File: src/hdl/adcrs_regs.svh
// Register offsets, field positions, reset values and cycle counts of the converter request sequencer.
`ifndef ADCRS_REGS_SVH
`define ADCRS_REGS_SVH
`define ADCRS_CTRL     6'h00
`define ADCRS_TIM      6'h01
`define ADCRS_PEND     6'h02
`define ADCRS_LDMSK    6'h03
`define ADCRS_QUEUE    6'h04
`define ADCRS_INS      6'h05
`define ADCRS_LIMLO    6'h06
`define ADCRS_TSEL     6'h07
`define ADCRS_LIMHI    6'h08
`define ADCRS_RESCFG   6'h09
`define ADCRS_SRQSEL   6'h0a
`define ADCRS_DIGDIS   6'h0b
`define ADCRS_STATUS   6'h0c
`define ADCRS_DIGIN    6'h0d
`define ADCRS_RES_GRP  3'h2
`define ADCRS_C_RES8   0
`define ADCRS_C_APD    1
`define ADCRS_C_SYNC   2
`define ADCRS_C_MTEST  3
`define ADCRS_C_BWD    4
`define ADCRS_C_LIM    5
`define ADCRS_C_ACC    6
`define ADCRS_C_PPAR   8
`define ADCRS_C_PQ     10
`define ADCRS_C_PINS   12
`define ADCRS_C_EMUX   14
`define ADCRS_Q_RUN    15
`define ADCRS_INS_GO   8
`define ADCRS_CTRL_RST 16'h0000
`define ADCRS_TIM_RST  16'h0303
`define ADCRS_WAKE_CYC 8'h04
`define ADCRS_STEP_MIN 8'h03
`define ADCRS_QDEPTH   3'h4
`endif

File: src/hdl/adcrs_pkg.sv
// Types of the converter request sequencer.
`default_nettype none
package adcrs_pkg;
  typedef enum logic [2:0] {
    ST_IDLE  = 3'b000,
    ST_WAKE  = 3'b001,
    ST_SAMP  = 3'b011,
    ST_CONV  = 3'b010,
    ST_STORE = 3'b110
  } adcrs_state_e;

  typedef enum logic [1:0] {SRC_PAR = 2'b00, SRC_Q = 2'b01, SRC_INS = 2'b10} adcrs_src_e;

  typedef struct packed {
    logic [15:0]      ctrl;
    logic [15:0]      tim;
    logic [8:0]       pend;
    logic [8:0]       ldmsk;
    logic [8:0]       tsel;
    logic [3:0][6:0]  q;
    logic [2:0]       qn;
    logic             qrun;
    logic [6:0]       ins;
    logic             ins_p;
    logic [9:0]       lo;
    logic [9:0]       hi;
    logic [7:0]       wfr;
    logic [7:0]       chain;
    logic [7:0]       srqsel;
    logic [8:0]       digdis;
    logic [7:0][13:0] res;
    logic [7:0]       val;
    adcrs_state_e     st;
    logic [7:0]       cnt;
    logic [3:0]       bitn;
    logic [9:0]       sar;
    logic [3:0]       ch;
    logic [2:0]       tgt;
    logic [13:0]      acc;
    logic [2:0]       accn;
    logic             srq;
    logic [2:0]       srqr;
    logic [8:0]       din_s1;
    logic [8:0]       din_s2;
    logic             cmp_s1;
    logic             cmp_s2;
  } adcrs_conv_s;

  typedef struct packed {
    adcrs_conv_s [1:0] cv;
    logic [2:0]        trg;
    logic [15:0]       rdata;
  } adcrs_state_s;
endpackage
`default_nettype wire

File: src/hdl/adcrs_top.sv
// Request sequencer and result logic for two successive-approximation converters.
`include "adcrs_regs.svh"
`default_nettype none
module adcrs_top
  import adcrs_pkg::*;
(
  input  wire logic            clk_i,                            // System clock.
  input  wire logic            nrst_i,                           // Synchronous reset, low active.
  input  wire logic [7:0]      addr_i,                           // Register address.
  input  wire logic [15:0]     wdata_i,                          // Write data.
  input  wire logic            wr_i,                             // Write strobe.
  input  wire logic            rd_i,                             // Read strobe.
  output logic      [15:0]     rdata_o,                          // Read data, cycle after rd_i.
  input  wire logic            external_conversion_trigger_in_i, // Trigger pin.
  input  wire logic [1:0]      int_trig_i,                       // On-chip trigger pulses.
  input  wire logic [1:0]      cmp_i,                            // Comparator, high if input at or above DAC.
  input  wire logic [1:0][8:0] pin_i,                            // Digital level of channel pins.
  output logic      [1:0][9:0] dac_o,                            // Trial code to the DAC.
  output logic      [1:0]      sample_o,                         // Sample switch closed.
  output logic      [1:0][3:0] chsel_o,                          // Analog channel select.
  output logic      [1:0][2:0] emux_o,                           // External multiplexer select.
  output logic      [1:0]      bw_pre_o,                         // Broken wire precharge.
  output logic      [1:0]      mux_test_o,                       // Multiplexer test switch.
  output logic      [1:0]      pwr_dn_o,                         // Analog part powered down.
  output logic      [1:0][8:0] dig_en_o,                         // Digital input stage enable.
  output logic      [1:0]      event_req_o,                      // Service request pulse.
  output logic      [1:0][2:0] event_res_o                       // Result register of the request.
);
  adcrs_state_s      s_ff;
  adcrs_state_s      nxt_s;
  adcrs_conv_s       cs;
  logic [2:0]        ev;
  logic [1:0]        hv;
  logic [1:0]        go;
  logic [1:0]        blk;
  logic [1:0]        accfin;
  logic [1:0]        drop;
  logic [1:0][1:0]   best;
  adcrs_src_e [1:0]  src;
  logic [1:0][3:0]   cht;
  logic [1:0][2:0]   tgn;
  logic [1:0][2:0]   tail;
  logic [1:0][13:0]  sum;
  logic [3:0]        pch;
  logic [7:0]        step;
  logic              sync;

  always_comb begin
    nxt_s = s_ff;
    nxt_s.rdata = '0;
    nxt_s.trg = {s_ff.trg[1:0], external_conversion_trigger_in_i};
    ev = {int_trig_i, s_ff.trg[1] & ~s_ff.trg[2]};
    sync = s_ff.cv[0].ctrl[`ADCRS_C_SYNC];
    pch = '0;
    step = '0;
    for (int c = 0; c < 2; c++) begin
      cs = s_ff.cv[c];
      hv[c] = 1'b0;
      best[c] = '0;
      src[c] = SRC_PAR;
      cht[c] = '0;
      tgn[c] = '0;
      pch = '0;
      for (int k = 8; k >= 0; k--) begin
        if (cs.pend[k]) begin
          pch = 4'(k);
        end
      end
      if (|cs.pend) begin
        hv[c] = 1'b1;
        best[c] = cs.ctrl[`ADCRS_C_PPAR+:2];
        cht[c] = pch;
        tgn[c] = pch[2:0];
      end
      if (cs.qrun && cs.qn != 3'h0 && (!hv[c] || cs.ctrl[`ADCRS_C_PQ+:2] >= best[c])) begin
        hv[c] = 1'b1;
        best[c] = cs.ctrl[`ADCRS_C_PQ+:2];
        src[c] = SRC_Q;
        cht[c] = cs.q[0][3:0];
        tgn[c] = cs.q[0][6:4];
      end
      if (cs.ins_p && (!hv[c] || cs.ctrl[`ADCRS_C_PINS+:2] >= best[c])) begin
        hv[c] = 1'b1;
        best[c] = cs.ctrl[`ADCRS_C_PINS+:2];
        src[c] = SRC_INS;
        cht[c] = cs.ins[3:0];
        tgn[c] = cs.ins[6:4];
      end
      tail[c] = cs.tgt;
      for (int k = 0; k < 7; k++) begin
        if (tail[c] != 3'h7 && cs.chain[tail[c]]) begin
          tail[c] = tail[c] + 3'h1;
        end
      end
      blk[c] = cs.val[tail[c]] && cs.wfr[tail[c]];
      sum[c] = cs.acc + (cs.ctrl[`ADCRS_C_RES8] ? {6'h00, cs.sar[7:0]} : {4'h0, cs.sar});
      accfin[c] = cs.accn == 3'((4'h1 << cs.ctrl[`ADCRS_C_ACC+:2]) - 4'h1);
      drop[c] = cs.ctrl[`ADCRS_C_LIM] && sum[c] >= {4'h0, cs.lo} && sum[c] <= {4'h0, cs.hi};
    end
    for (int c = 0; c < 2; c++) begin
      go[c] = hv[c] && s_ff.cv[c].st == ST_IDLE
              && (!sync || (&hv && s_ff.cv[0].st == ST_IDLE && s_ff.cv[1].st == ST_IDLE));
    end
    for (int c = 0; c < 2; c++) begin
      cs = s_ff.cv[c];
      nxt_s.cv[c].din_s1 = pin_i[c];
      nxt_s.cv[c].din_s2 = cs.din_s1;
      nxt_s.cv[c].cmp_s1 = cmp_i[c];
      nxt_s.cv[c].cmp_s2 = cs.cmp_s1;
      nxt_s.cv[c].srq = 1'b0;
      step = (cs.tim[15:8] < `ADCRS_STEP_MIN) ? `ADCRS_STEP_MIN : cs.tim[15:8];
      // Reads come first so that a result stored in the same cycle stays valid.
      if (rd_i && addr_i[7:6] == 2'(c)) begin
        if (addr_i[5:0] == `ADCRS_CTRL) begin
          nxt_s.rdata = cs.ctrl;
        end else if (addr_i[5:0] == `ADCRS_TIM) begin
          nxt_s.rdata = cs.tim;
        end else if (addr_i[5:0] == `ADCRS_PEND) begin
          nxt_s.rdata = {7'h00, cs.pend};
        end else if (addr_i[5:0] == `ADCRS_LDMSK) begin
          nxt_s.rdata = {7'h00, cs.ldmsk};
        end else if (addr_i[5:0] == `ADCRS_QUEUE) begin
          nxt_s.rdata = {cs.qrun, 12'h000, cs.qn};
        end else if (addr_i[5:0] == `ADCRS_INS) begin
          nxt_s.rdata = {7'h00, cs.ins_p, 1'b0, cs.ins};
        end else if (addr_i[5:0] == `ADCRS_LIMLO) begin
          nxt_s.rdata = {6'h00, cs.lo};
        end else if (addr_i[5:0] == `ADCRS_TSEL) begin
          nxt_s.rdata = {7'h00, cs.tsel};
        end else if (addr_i[5:0] == `ADCRS_LIMHI) begin
          nxt_s.rdata = {6'h00, cs.hi};
        end else if (addr_i[5:0] == `ADCRS_RESCFG) begin
          nxt_s.rdata = {cs.chain, cs.wfr};
        end else if (addr_i[5:0] == `ADCRS_SRQSEL) begin
          nxt_s.rdata = {8'h00, cs.srqsel};
        end else if (addr_i[5:0] == `ADCRS_DIGDIS) begin
          nxt_s.rdata = {7'h00, cs.digdis};
        end else if (addr_i[5:0] == `ADCRS_STATUS) begin
          nxt_s.rdata = {cs.val, 1'b0, cs.ch, cs.qrun, cs.ctrl[`ADCRS_C_APD] && cs.st == ST_IDLE, cs.st != ST_IDLE};
        end else if (addr_i[5:0] == `ADCRS_DIGIN) begin
          nxt_s.rdata = {7'h00, cs.din_s2 & ~cs.digdis};
        end else if (addr_i[5:3] == `ADCRS_RES_GRP) begin
          nxt_s.rdata = {cs.val[addr_i[2:0]], 1'b0, cs.res[addr_i[2:0]]};
          nxt_s.cv[c].val[addr_i[2:0]] = 1'b0;
        end
      end
      // Chained registers drain toward the lowest one, which software reads.
      for (int r = 0; r < 7; r++) begin
        if (cs.chain[r] && !nxt_s.cv[c].val[r] && nxt_s.cv[c].val[r+1]) begin
          nxt_s.cv[c].res[r] = nxt_s.cv[c].res[r+1];
          nxt_s.cv[c].val[r] = 1'b1;
          nxt_s.cv[c].val[r+1] = 1'b0;
        end
      end
      case (cs.st)
        ST_IDLE: begin
          if (go[c]) begin
            nxt_s.cv[c].ch = cht[c];
            nxt_s.cv[c].tgt = tgn[c];
            case (src[c])
              SRC_PAR: nxt_s.cv[c].pend[cht[c]] = 1'b0;
              SRC_Q: begin
                for (int k = 0; k < 3; k++) begin
                  nxt_s.cv[c].q[k] = cs.q[k+1];
                end
                nxt_s.cv[c].q[3] = '0;
                nxt_s.cv[c].qn = cs.qn - 3'h1;
              end
              default: nxt_s.cv[c].ins_p = 1'b0;
            endcase
            if (cs.ctrl[`ADCRS_C_APD] || sync) begin
              nxt_s.cv[c].st = ST_WAKE;
              nxt_s.cv[c].cnt = `ADCRS_WAKE_CYC - 8'h01;
            end else begin
              nxt_s.cv[c].st = ST_SAMP;
              nxt_s.cv[c].cnt = cs.tim[7:0];
            end
          end
        end
        ST_WAKE: begin
          nxt_s.cv[c].cnt = cs.cnt - 8'h01;
          if (cs.cnt == 8'h00) begin
            nxt_s.cv[c].st = ST_SAMP;
            nxt_s.cv[c].cnt = cs.tim[7:0];
          end
        end
        ST_SAMP: begin
          nxt_s.cv[c].cnt = cs.cnt - 8'h01;
          if (cs.cnt == 8'h00) begin
            nxt_s.cv[c].st = ST_CONV;
            nxt_s.cv[c].cnt = step - 8'h01;
            nxt_s.cv[c].bitn = cs.ctrl[`ADCRS_C_RES8] ? 4'h7 : 4'h9;
            nxt_s.cv[c].sar = cs.ctrl[`ADCRS_C_RES8] ? 10'h080 : 10'h200;
          end
        end
        ST_CONV: begin
          nxt_s.cv[c].cnt = cs.cnt - 8'h01;
          if (cs.cnt == 8'h00) begin
            nxt_s.cv[c].sar[cs.bitn] = cs.cmp_s2;
            nxt_s.cv[c].cnt = step - 8'h01;
            if (cs.bitn == 4'h0) begin
              nxt_s.cv[c].st = ST_STORE;
            end else begin
              nxt_s.cv[c].bitn = cs.bitn - 4'h1;
              nxt_s.cv[c].sar[cs.bitn-4'h1] = 1'b1;
            end
          end
        end
        ST_STORE: begin
          if (!accfin[c]) begin
            nxt_s.cv[c].acc = sum[c];
            nxt_s.cv[c].accn = cs.accn + 3'h1;
            nxt_s.cv[c].st = ST_IDLE;
          end else if (drop[c]) begin
            nxt_s.cv[c].acc = '0;
            nxt_s.cv[c].accn = '0;
            nxt_s.cv[c].st = ST_IDLE;
          end else if (!blk[c]) begin
            nxt_s.cv[c].res[tail[c]] = sum[c];
            nxt_s.cv[c].val[tail[c]] = 1'b1;
            nxt_s.cv[c].acc = '0;
            nxt_s.cv[c].accn = '0;
            nxt_s.cv[c].srq = cs.srqsel[tail[c]];
            nxt_s.cv[c].srqr = tail[c];
            nxt_s.cv[c].st = ST_IDLE;
          end
        end
        default: nxt_s.cv[c].st = ST_IDLE;
      endcase
      if (nxt_s.cv[c].qn == 3'h0) begin
        nxt_s.cv[c].qrun = 1'b0;
      end
      if (|(ev & cs.tsel[2:0])) begin
        nxt_s.cv[c].pend = nxt_s.cv[c].pend | cs.ldmsk;
      end
      if (|(ev & cs.tsel[5:3])) begin
        nxt_s.cv[c].qrun = 1'b1;
      end
      if (|(ev & cs.tsel[8:6])) begin
        nxt_s.cv[c].ins_p = 1'b1;
      end
      if (wr_i && addr_i[7:6] == 2'(c)) begin
        if (addr_i[5:0] == `ADCRS_CTRL) begin
          nxt_s.cv[c].ctrl = wdata_i;
        end else if (addr_i[5:0] == `ADCRS_TIM) begin
          nxt_s.cv[c].tim = wdata_i;
        end else if (addr_i[5:0] == `ADCRS_PEND) begin
          nxt_s.cv[c].pend = nxt_s.cv[c].pend | wdata_i[8:0];
        end else if (addr_i[5:0] == `ADCRS_LDMSK) begin
          nxt_s.cv[c].ldmsk = wdata_i[8:0];
        end else if (addr_i[5:0] == `ADCRS_QUEUE) begin
          if (nxt_s.cv[c].qn < `ADCRS_QDEPTH) begin
            nxt_s.cv[c].q[nxt_s.cv[c].qn[1:0]] = wdata_i[6:0];
            nxt_s.cv[c].qn = nxt_s.cv[c].qn + 3'h1;
          end
          if (wdata_i[`ADCRS_Q_RUN]) begin
            nxt_s.cv[c].qrun = 1'b1;
          end
        end else if (addr_i[5:0] == `ADCRS_INS) begin
          nxt_s.cv[c].ins = wdata_i[6:0];
          if (wdata_i[`ADCRS_INS_GO]) begin
            nxt_s.cv[c].ins_p = 1'b1;
          end
        end else if (addr_i[5:0] == `ADCRS_LIMLO) begin
          nxt_s.cv[c].lo = wdata_i[9:0];
        end else if (addr_i[5:0] == `ADCRS_TSEL) begin
          nxt_s.cv[c].tsel = wdata_i[8:0];
        end else if (addr_i[5:0] == `ADCRS_LIMHI) begin
          nxt_s.cv[c].hi = wdata_i[9:0];
        end else if (addr_i[5:0] == `ADCRS_RESCFG) begin
          nxt_s.cv[c].wfr = wdata_i[7:0];
          nxt_s.cv[c].chain = wdata_i[15:8];
        end else if (addr_i[5:0] == `ADCRS_SRQSEL) begin
          nxt_s.cv[c].srqsel = wdata_i[7:0];
        end else if (addr_i[5:0] == `ADCRS_DIGDIS) begin
          nxt_s.cv[c].digdis = wdata_i[8:0];
        end
      end
    end
  end

  always_ff @(posedge clk_i) begin
    if (!nrst_i) begin
      s_ff <= '0;
      for (int c = 0; c < 2; c++) begin
        s_ff.cv[c].ctrl <= `ADCRS_CTRL_RST;
        s_ff.cv[c].tim <= `ADCRS_TIM_RST;
      end
    end else begin
      s_ff <= nxt_s;
    end
  end

  assign rdata_o = s_ff.rdata;

  for (genvar c = 0; c < 2; c++) begin : g_out
    assign dac_o[c] = s_ff.cv[c].ctrl[`ADCRS_C_RES8] ? {s_ff.cv[c].sar[7:0], 2'b00} : s_ff.cv[c].sar;
    assign sample_o[c] = s_ff.cv[c].st == ST_SAMP;
    assign chsel_o[c] = s_ff.cv[c].ch;
    assign emux_o[c] = s_ff.cv[c].ctrl[`ADCRS_C_EMUX] ? s_ff.cv[c].ch[2:0] : 3'h0;
    assign bw_pre_o[c] = s_ff.cv[c].ctrl[`ADCRS_C_BWD] && s_ff.cv[c].st == ST_SAMP;
    assign mux_test_o[c] = s_ff.cv[c].ctrl[`ADCRS_C_MTEST] && s_ff.cv[c].st != ST_IDLE;
    assign pwr_dn_o[c] = s_ff.cv[c].ctrl[`ADCRS_C_APD] && s_ff.cv[c].st == ST_IDLE;
    assign dig_en_o[c] = ~s_ff.cv[c].digdis;
    assign event_req_o[c] = s_ff.cv[c].srq;
    assign event_res_o[c] = s_ff.cv[c].srqr;
  end
endmodule
`default_nettype wire

File: config.mk
export PLATFORM = sky130hd
export DESIGN_NAME = adcrs_top
export DESIGN_NICKNAME = d
export VERILOG_FILES = /design/src/hdl/adcrs_pkg.sv /design/src/hdl/adcrs_top.sv
export VERILOG_INCLUDE_DIRS = /design/src /design/src/hdl
export SDC_FILE = /design/constraint.sdc
export NUM_CORES = 2
export LEC_CHECK = 0
export BUFFER_PORTS_ARGS = -buffer_cell sky130_fd_sc_hd__buf_2
export CORE_AREA = 2 2 415 211
export CTS_CLUSTER_SIZE = 40
export DETAILED_ROUTE_END_ITERATION = 16
export DIE_AREA = 0 0 417 213
export PLACE_DENSITY = 0.65
export SLEW_MARGIN = 20
export SYNTH_ARGS = -nofsm -noshare
export SYNTH_HDL_FRONTEND = slang
export SYNTH_SLANG_ARGS = --single-unit
File: constraint.sdc
create_clock -name clk_i -period 12.49 [get_ports clk_i]
set_input_delay 1.249 -clock clk_i [delete_from_list [all_inputs] [get_ports clk_i]]
set_output_delay 1.249 -clock clk_i [all_outputs]
set_load 0.01 [all_outputs]
# Word level (Yosys, flattened, before mapping)
# Cells that the tools add are included.
# Widths: inputs -> output; s select.
# totals
reg_bits	709
in_bits	51
out_inout_bits	84
word_cells	806
# classes
n_addsub	30
magnitude_cmp	48
n_eq_ne	57
n_shift	2
muxes	362
bitwise	47
n_reduce_logical	174
# ops
cell	count
$mux 120	6
$mux 106	6
$mux 16	34
$mux 8	38
$mux 14	20
$mux 31	8
$bwmux 112	2
$mux 111	2
$mux 109	2
$mux 9	24
$mux 102	2
$mux 43	4
$mux 61	2
$mux 10	12
$mux 53	2
$mux 4	26
$mux 17	6
$mux 25	4
$bmux 14 s3	2
$demux 14 s3	2
$mux 3	28
$logic_and 1x1->1	81
$lt 3x4->1 const B	17
$bmux 1 s3	22
81 further kinds	368

# Logic depth before layout (Yosys ltp)
# logic_depth
ltp_word	55
depth_mapped	53
ltp_nobuf	49

# Worst setup path before layout
# Ideal clock, no wire load.
# synth_path
path_type	reg2reg
start	reg s_ff[60] in the netlist's numbering
end	reg s_ff[58] in the netlist's numbering
setup_time_ns	0.088
t_arrival_ns	10.982
required_time_ns	12.402
slack_ns	1.420
path_stages_with_launch	49
n_path_buf	5
synth_period_minus_slack_ns	11.070
path_cell_list	dfxtp_1 -> mux4_2 -> or2_1 -> and3_2 -> xnor2_4 -> inv_1 -> ha_1 -> ha_1 -> a211oi_4 -> mux2_2 -> ha_1 -> ha_1 -> clkbuf_1 -> nor3_1 -> a22oi_4 -> xor2_4 -> inv_2 -> ha_1 -> [... 13 more ...] -> o211ai_4 -> xnor2_2 -> buf_2 -> ha_1 -> ha_1 -> clkbuf_1 -> a2111o_1 -> o41ai_1 -> a31oi_1 -> and2_1 -> a32oi_1 -> nor3_1 -> nor4_4 -> nand3_2 -> or2_1 -> buf_2 -> buf_6 -> a311oi_2
# synth_via
elab_chain_cells	33
elab_cells_between_ends	49
classes_between	7 x add/sub; 8 x eq/ne; 25 x mux; 9 x reduce/logical
# synth_lines
element	line_no	text
start: declaration	adcrs_top.sv:29	adcrs_state_s s_ff;
start signal: assignment	adcrs_top.sv:290	s_ff <= nxt_s;
$bmux 1 s3	adcrs_top.sv:91	if (tail[c] != 3'h7 && cs.chain[tail[c]]) begin
$mux 1 (not written as such)	adcrs_top.sv:91	
$logic_and 1x1->1	adcrs_top.sv:91	
$mux 3 *	adcrs_top.sv:91	
$bmux 1 s3	adcrs_top.sv:91	
$mux 1 (not written as such)	adcrs_top.sv:91	
$logic_and 1x1->1	adcrs_top.sv:91	
$mux 3 *	adcrs_top.sv:91	
[... 17 more ...]	-	
$mux 1 (not written as such)	adcrs_top.sv:91	
$logic_and 1x1->1	adcrs_top.sv:91	
$mux 3 *	adcrs_top.sv:91	
$bmux 1 s3	adcrs_top.sv:95	blk[c] = cs.val[tail[c]] && cs.wfr[tail[c]];
$mux 1 (not written as such)	adcrs_top.sv:95	
$logic_and 1x1->1 *	adcrs_top.sv:95	
$ne 3x2->1 (no source line) *	-	
$reduce_and 2->1 (no source line) *	-	
# Every way passes the cells marked *; elsewhere a longest branch is shown, timed or not. The select of a mux whose other input is x is not followed.
# A chain may end at the register's enable or synchronous reset.

# Worst setup path in the final report
# layout_path
start	reg s_ff[229] in the netlist's numbering
end	reg s_ff[50] in the netlist's numbering
# layout_via
elab_chain_cells	33
elab_cells_between_ends	47
classes_between	6 x add/sub; 7 x eq/ne; 25 x mux; 9 x reduce/logical
# layout_lines
element	line_no
$bmux 1 s3	adcrs_top.sv:91
$mux 1 (not written as such)	adcrs_top.sv:91
$logic_and 1x1->1	adcrs_top.sv:91
$mux 3	adcrs_top.sv:91
$bmux 1 s3	adcrs_top.sv:91
$mux 1 (not written as such)	adcrs_top.sv:91
$logic_and 1x1->1	adcrs_top.sv:91
$mux 3	adcrs_top.sv:91
[... 17 more ...]	-
$mux 1 (not written as such)	adcrs_top.sv:91
$logic_and 1x1->1	adcrs_top.sv:91
$mux 3 *	adcrs_top.sv:91
$bmux 1 s3	adcrs_top.sv:95
$mux 1 (not written as such)	adcrs_top.sv:95
$logic_and 1x1->1 *	adcrs_top.sv:95
$ne 3x2->1 (no source line) *	-
$reduce_and 2->1 (no source line) *	-
# Marks and branches as above.

==> run_results.csv <==
group,metric,value,unit
status,outcome,"finished clean",
grt,grt_antenna_before_repair,5,
die,chipHeight,213,um
yosys,synthesis.area_per_instance,8.22,um2
grt,first_global_vias,36373,
critical_path,cp.arrival,12.38,ns
yosys,synth-seq-cells,709,
place,dp_worst_setup_slack,0.300,ns
route,drc_errors,0,
die,io_pins,135,
clocking,root_buffer,"sky130_fd_sc_hd__clkbuf_16",
critical_path,timing.critical_path.slowest_cell_delay,0.55,ns
critical_path,worst-setup-path-type,"reg -> reg",
critical_path,path_max_fanout,17,
timing,fmaxAchievable,84.5,MHz
route,routed_wl,161000,um
route,first_pass_iters,8,
finish,design.final.nets,5264,
die,floorplan.die_area,88800,um2
clocking,cts_sinks,709,
pwr,pwr_density_cell,115,nW/um2
critical_path,worstPathRequired,13.03,ns
yosys,post_synth_num_cell_types,123,
critical_path,setup.worst_path.start_class,"flop",
pwr,vdd_drop_max,0.119,mV
pwr,netSwitchingFraction,29.6,%
worst_hold_path,min-delay-path-class,"reg -> reg",
yosys,yosys_warnings,0,
run,maxCapViolCount,0,
yosys,mappedNetlistArea,42400,um2
route,detailedRoute.firstIterationViolations,6088,
timing,setup_viol,0,
pwr,power_switching,0.00157,W
route,vias,41024,
route,avgRoutedWirePerCell,25.6,um
place,place.detailed.hpwl,116000,um
yosys,synthDominantCellAreaShare,33.5,%
critical_path,crit_slowest_cell,"sky130_fd_sc_hd__mux4_2",
critical_path,cpMostUsedCell,"sky130_fd_sc_hd__ha_1",
pwr,p_int,0.00374,W
die,row_cnt,76,
pwr,sequentialPowerShare,44.3,%
clocking,clk-insertion-delay-late,0.67,ns
pwr,total_power,0.00532,W
timing,final_min_period_over_clock_period,94.8,%
grt,grt_util_all_layers,35.3,%
yosys,async_flop_share,0,%
grt,grt_overflow,0,
route,vias_per_cell,6.54,
grt,wire_length_of_the_first_global_routing_pass,238000,um
pwr,clock_power_share,40.5,%
grt,grt_max_degree,169,
yosys,yosys-top-cells-area,"sky130_fd_sc_hd__dfxtp_1, sky130_fd_sc_hd__nand2_1, sky130_fd_sc_hd__mux2i_1",
die,start_util,49.7,%
yosys,post_synth_inst_count,5160,
pwr,cellLeakagePower,17.9,nW
yosys,synthFlopType,"sky130_fd_sc_hd__dfxtp_1",
yosys,ys_seq_area_share,33.5,%
critical_path,worst_setup_path_end_kind,"flop",
timing,post-route-min-period,11.84,ns
timing,skew,0.0343,ns
yosys,synthesis.nets,5328,
pwr,power.combinational.fraction,15.1,%
clocking,tritoncts.num_buffers,69,
die,core_area,85300,um2
place,gp_congestion,0.995,
die,die-width,417,um
clocking,clk_path_buf_depth,3,
clocking,cts_hold_buffers,0,
finish,final_layout_size_suffix_gt1_share,13.7,%
finish,synthesis_to_finish_area_growth,8.54,%
timing,finalMaxSlewViolations,0,
timing,worst_hold_slack,0.430,ns
clocking,cts.htree.levels,3,
timing,setup_slack,0.654,ns
timing,worst_slew_margin_rel,18.0,%
timing,worst-slew-pin-transition,1.22,ns
route,final_antenna_net_count,0,
timing,hold_violations,0,
clocking,cts_tree,"built",
yosys,synth_edf_count,0,
clocking,clock_slew_seen_by_the_registers_of_the_worst_setup_and_hold_paths,0.07,ns
place,portBuffers,134,
yosys,synthDominantAreaCellType,"sky130_fd_sc_hd__dfxtp_1",
[layout by cell type (no fill, tap or decap), types with 54 or more instances in the layout]
cell type and n:
sky130_fd_sc_hd__inv_1 168, sky130_fd_sc_hd__buf_4 106, sky130_fd_sc_hd__a21oi_1 521, sky130_fd_sc_hd__nand2_1 882, sky130_fd_sc_hd__o211ai_1 66, sky130_fd_sc_hd__a221oi_1 54
sky130_fd_sc_hd__nor3_1 70, sky130_fd_sc_hd__and2_1 75, sky130_fd_sc_hd__clkbuf_16 71, sky130_fd_sc_hd__nand2b_1 75, sky130_fd_sc_hd__dfxtp_1 709, sky130_fd_sc_hd__ha_1 114
sky130_fd_sc_hd__mux2_2 164, sky130_fd_sc_hd__mux4_2 79, sky130_fd_sc_hd__o21ai_0 213, sky130_fd_sc_hd__buf_2 130, sky130_fd_sc_hd__nand3_1 96, sky130_fd_sc_hd__mux2i_1 308
sky130_fd_sc_hd__a211oi_1 102, sky130_fd_sc_hd__nor2_1 341
[worst paths after layout]
kind	start	endpoint	slack [ns]	cells after the start
worst max-delay path	s_ff[229]$_SDFFE_PN0P_	s_ff[50]$_SDFFE_PN0P_	0.65	45
worst min-delay path	cs[17]$_SDFF_PN0_	cs[8]$_SDFF_PN0_	0.43	1
worst max register to register	s_ff[229]$_SDFFE_PN0P_	s_ff[50]$_SDFFE_PN0P_	0.65	45
worst min register to register	cs[17]$_SDFF_PN0_	cs[8]$_SDFF_PN0_	0.43	1
[per-layer routing]
metal | vias up | global-route usage (%) | share of wire [%]
li1 | 18419 | - | -
met1 | 19619 | 53.6 | 45
met2 | 2614 | 45.8 | 37
met3 | 368 | 11.0 | 14
met4 | 4 | 12.1 | 3.9
met5 | - | 0 | 0.017
[worst max-delay path, delay by kind of cell, from the launching register on]
| family | cells | cell delay (ns) |
|---|---|---|
| adders and majority gates | 12 | 2.80 |
| AOI/OAI and AO/OA | 12 | 2.52 |
| and+or+nand+nor | 8 | 2.51 |
| muxes | 5 | 2.08 |
| buffers and inverters | 6 | 0.92 |
| DFF | 1 | 0.45 |
| xor gates and xnor gates | 2 | 0.41 |
[per-stage QoR]
stage | utilization (%) | cells | cell area [um2] | TNS [ns]
2_1_floorplan | - | 5160 | 42400 | 0
3_3_place_gp | 51.2 | 6147 | 43700 | 0
3_5_place_dp | 51.3 | 6148 | 43700 | 0
4_1_cts | 53.8 | 6264 | 45900 | 0
5_1_grt | 54.0 | 6273 | 46100 | -0.0158
6_report | 54.0 | 6274 | 46100 | 0
[registers in the layout (all words and copies together) (netlist names)]
signal,count
event_res_o,6
rdata_o,16
chsel_o,8
nxt_s,12
cs,337
s_ff,328
event_req_o,2
[cell usage after synthesis, types with 73 or more instances]
cell type,n
sky130_fd_sc_hd__a21oi_1,523
sky130_fd_sc_hd__nand2b_1,75
sky130_fd_sc_hd__inv_1,169
sky130_fd_sc_hd__mux2_2,164
sky130_fd_sc_hd__o21ai_0,214
sky130_fd_sc_hd__nor3_1,73
sky130_fd_sc_hd__nand3_1,96
sky130_fd_sc_hd__clkbuf_1,280
sky130_fd_sc_hd__a211oi_1,104
sky130_fd_sc_hd__mux2i_1,309
sky130_fd_sc_hd__dfxtp_1,709
sky130_fd_sc_hd__nand2_1,882
sky130_fd_sc_hd__ha_1,115
sky130_fd_sc_hd__mux4_2,79
sky130_fd_sc_hd__nor2_1,345
sky130_fd_sc_hd__and2_1,75
[power by group through the flow]
stage / combinational (W) / clock, W / sequential [W]
final: 0.000804 / 0.00215 / 0.00236
after global placement: 0.000766 / 0 / 0.00241
after global routing: 0.000862 / 0.00226 / 0.00236
after floorplan: 0.000547 / 0 / 0.00238
after detailed placement: 0.000765 / 0 / 0.00241
after CTS: 0.000769 / 0.00217 / 0.00236
[cell families after synthesis]
| family | after synthesis | synth area share [%] |
|---|---|---|
| mux | 555 | 15.9 |
| simple gates | 1807 | 19.5 |
| flops | 709 | 33.5 |
| xor+xnor | 57 | 1.30 |
| buf+inv | 552 | 5.47 |
| compound gates | 1363 | 20.8 |
| fa+ha+maj | 117 | 3.49 |
[cell type report]
cell class	count	area (um2)
tap	1131	1420
sequential	709	14200
inverter	175	664
clock inverter	13	148
fill	7886	39200
antenna	2	5.00
multi-input combinational	3899	26000
clock buffer	103	2060
timing repair buffer	242	1540
[repair_timing]
| item | CTS | global route |
|---|---|---|
| gates resized for setup | 0 | 12 |
| setup buffers | 0 | 8 |
| endpoints found under the setup margin | 0 | 228 |
Power figures use the tool's default switching activity.
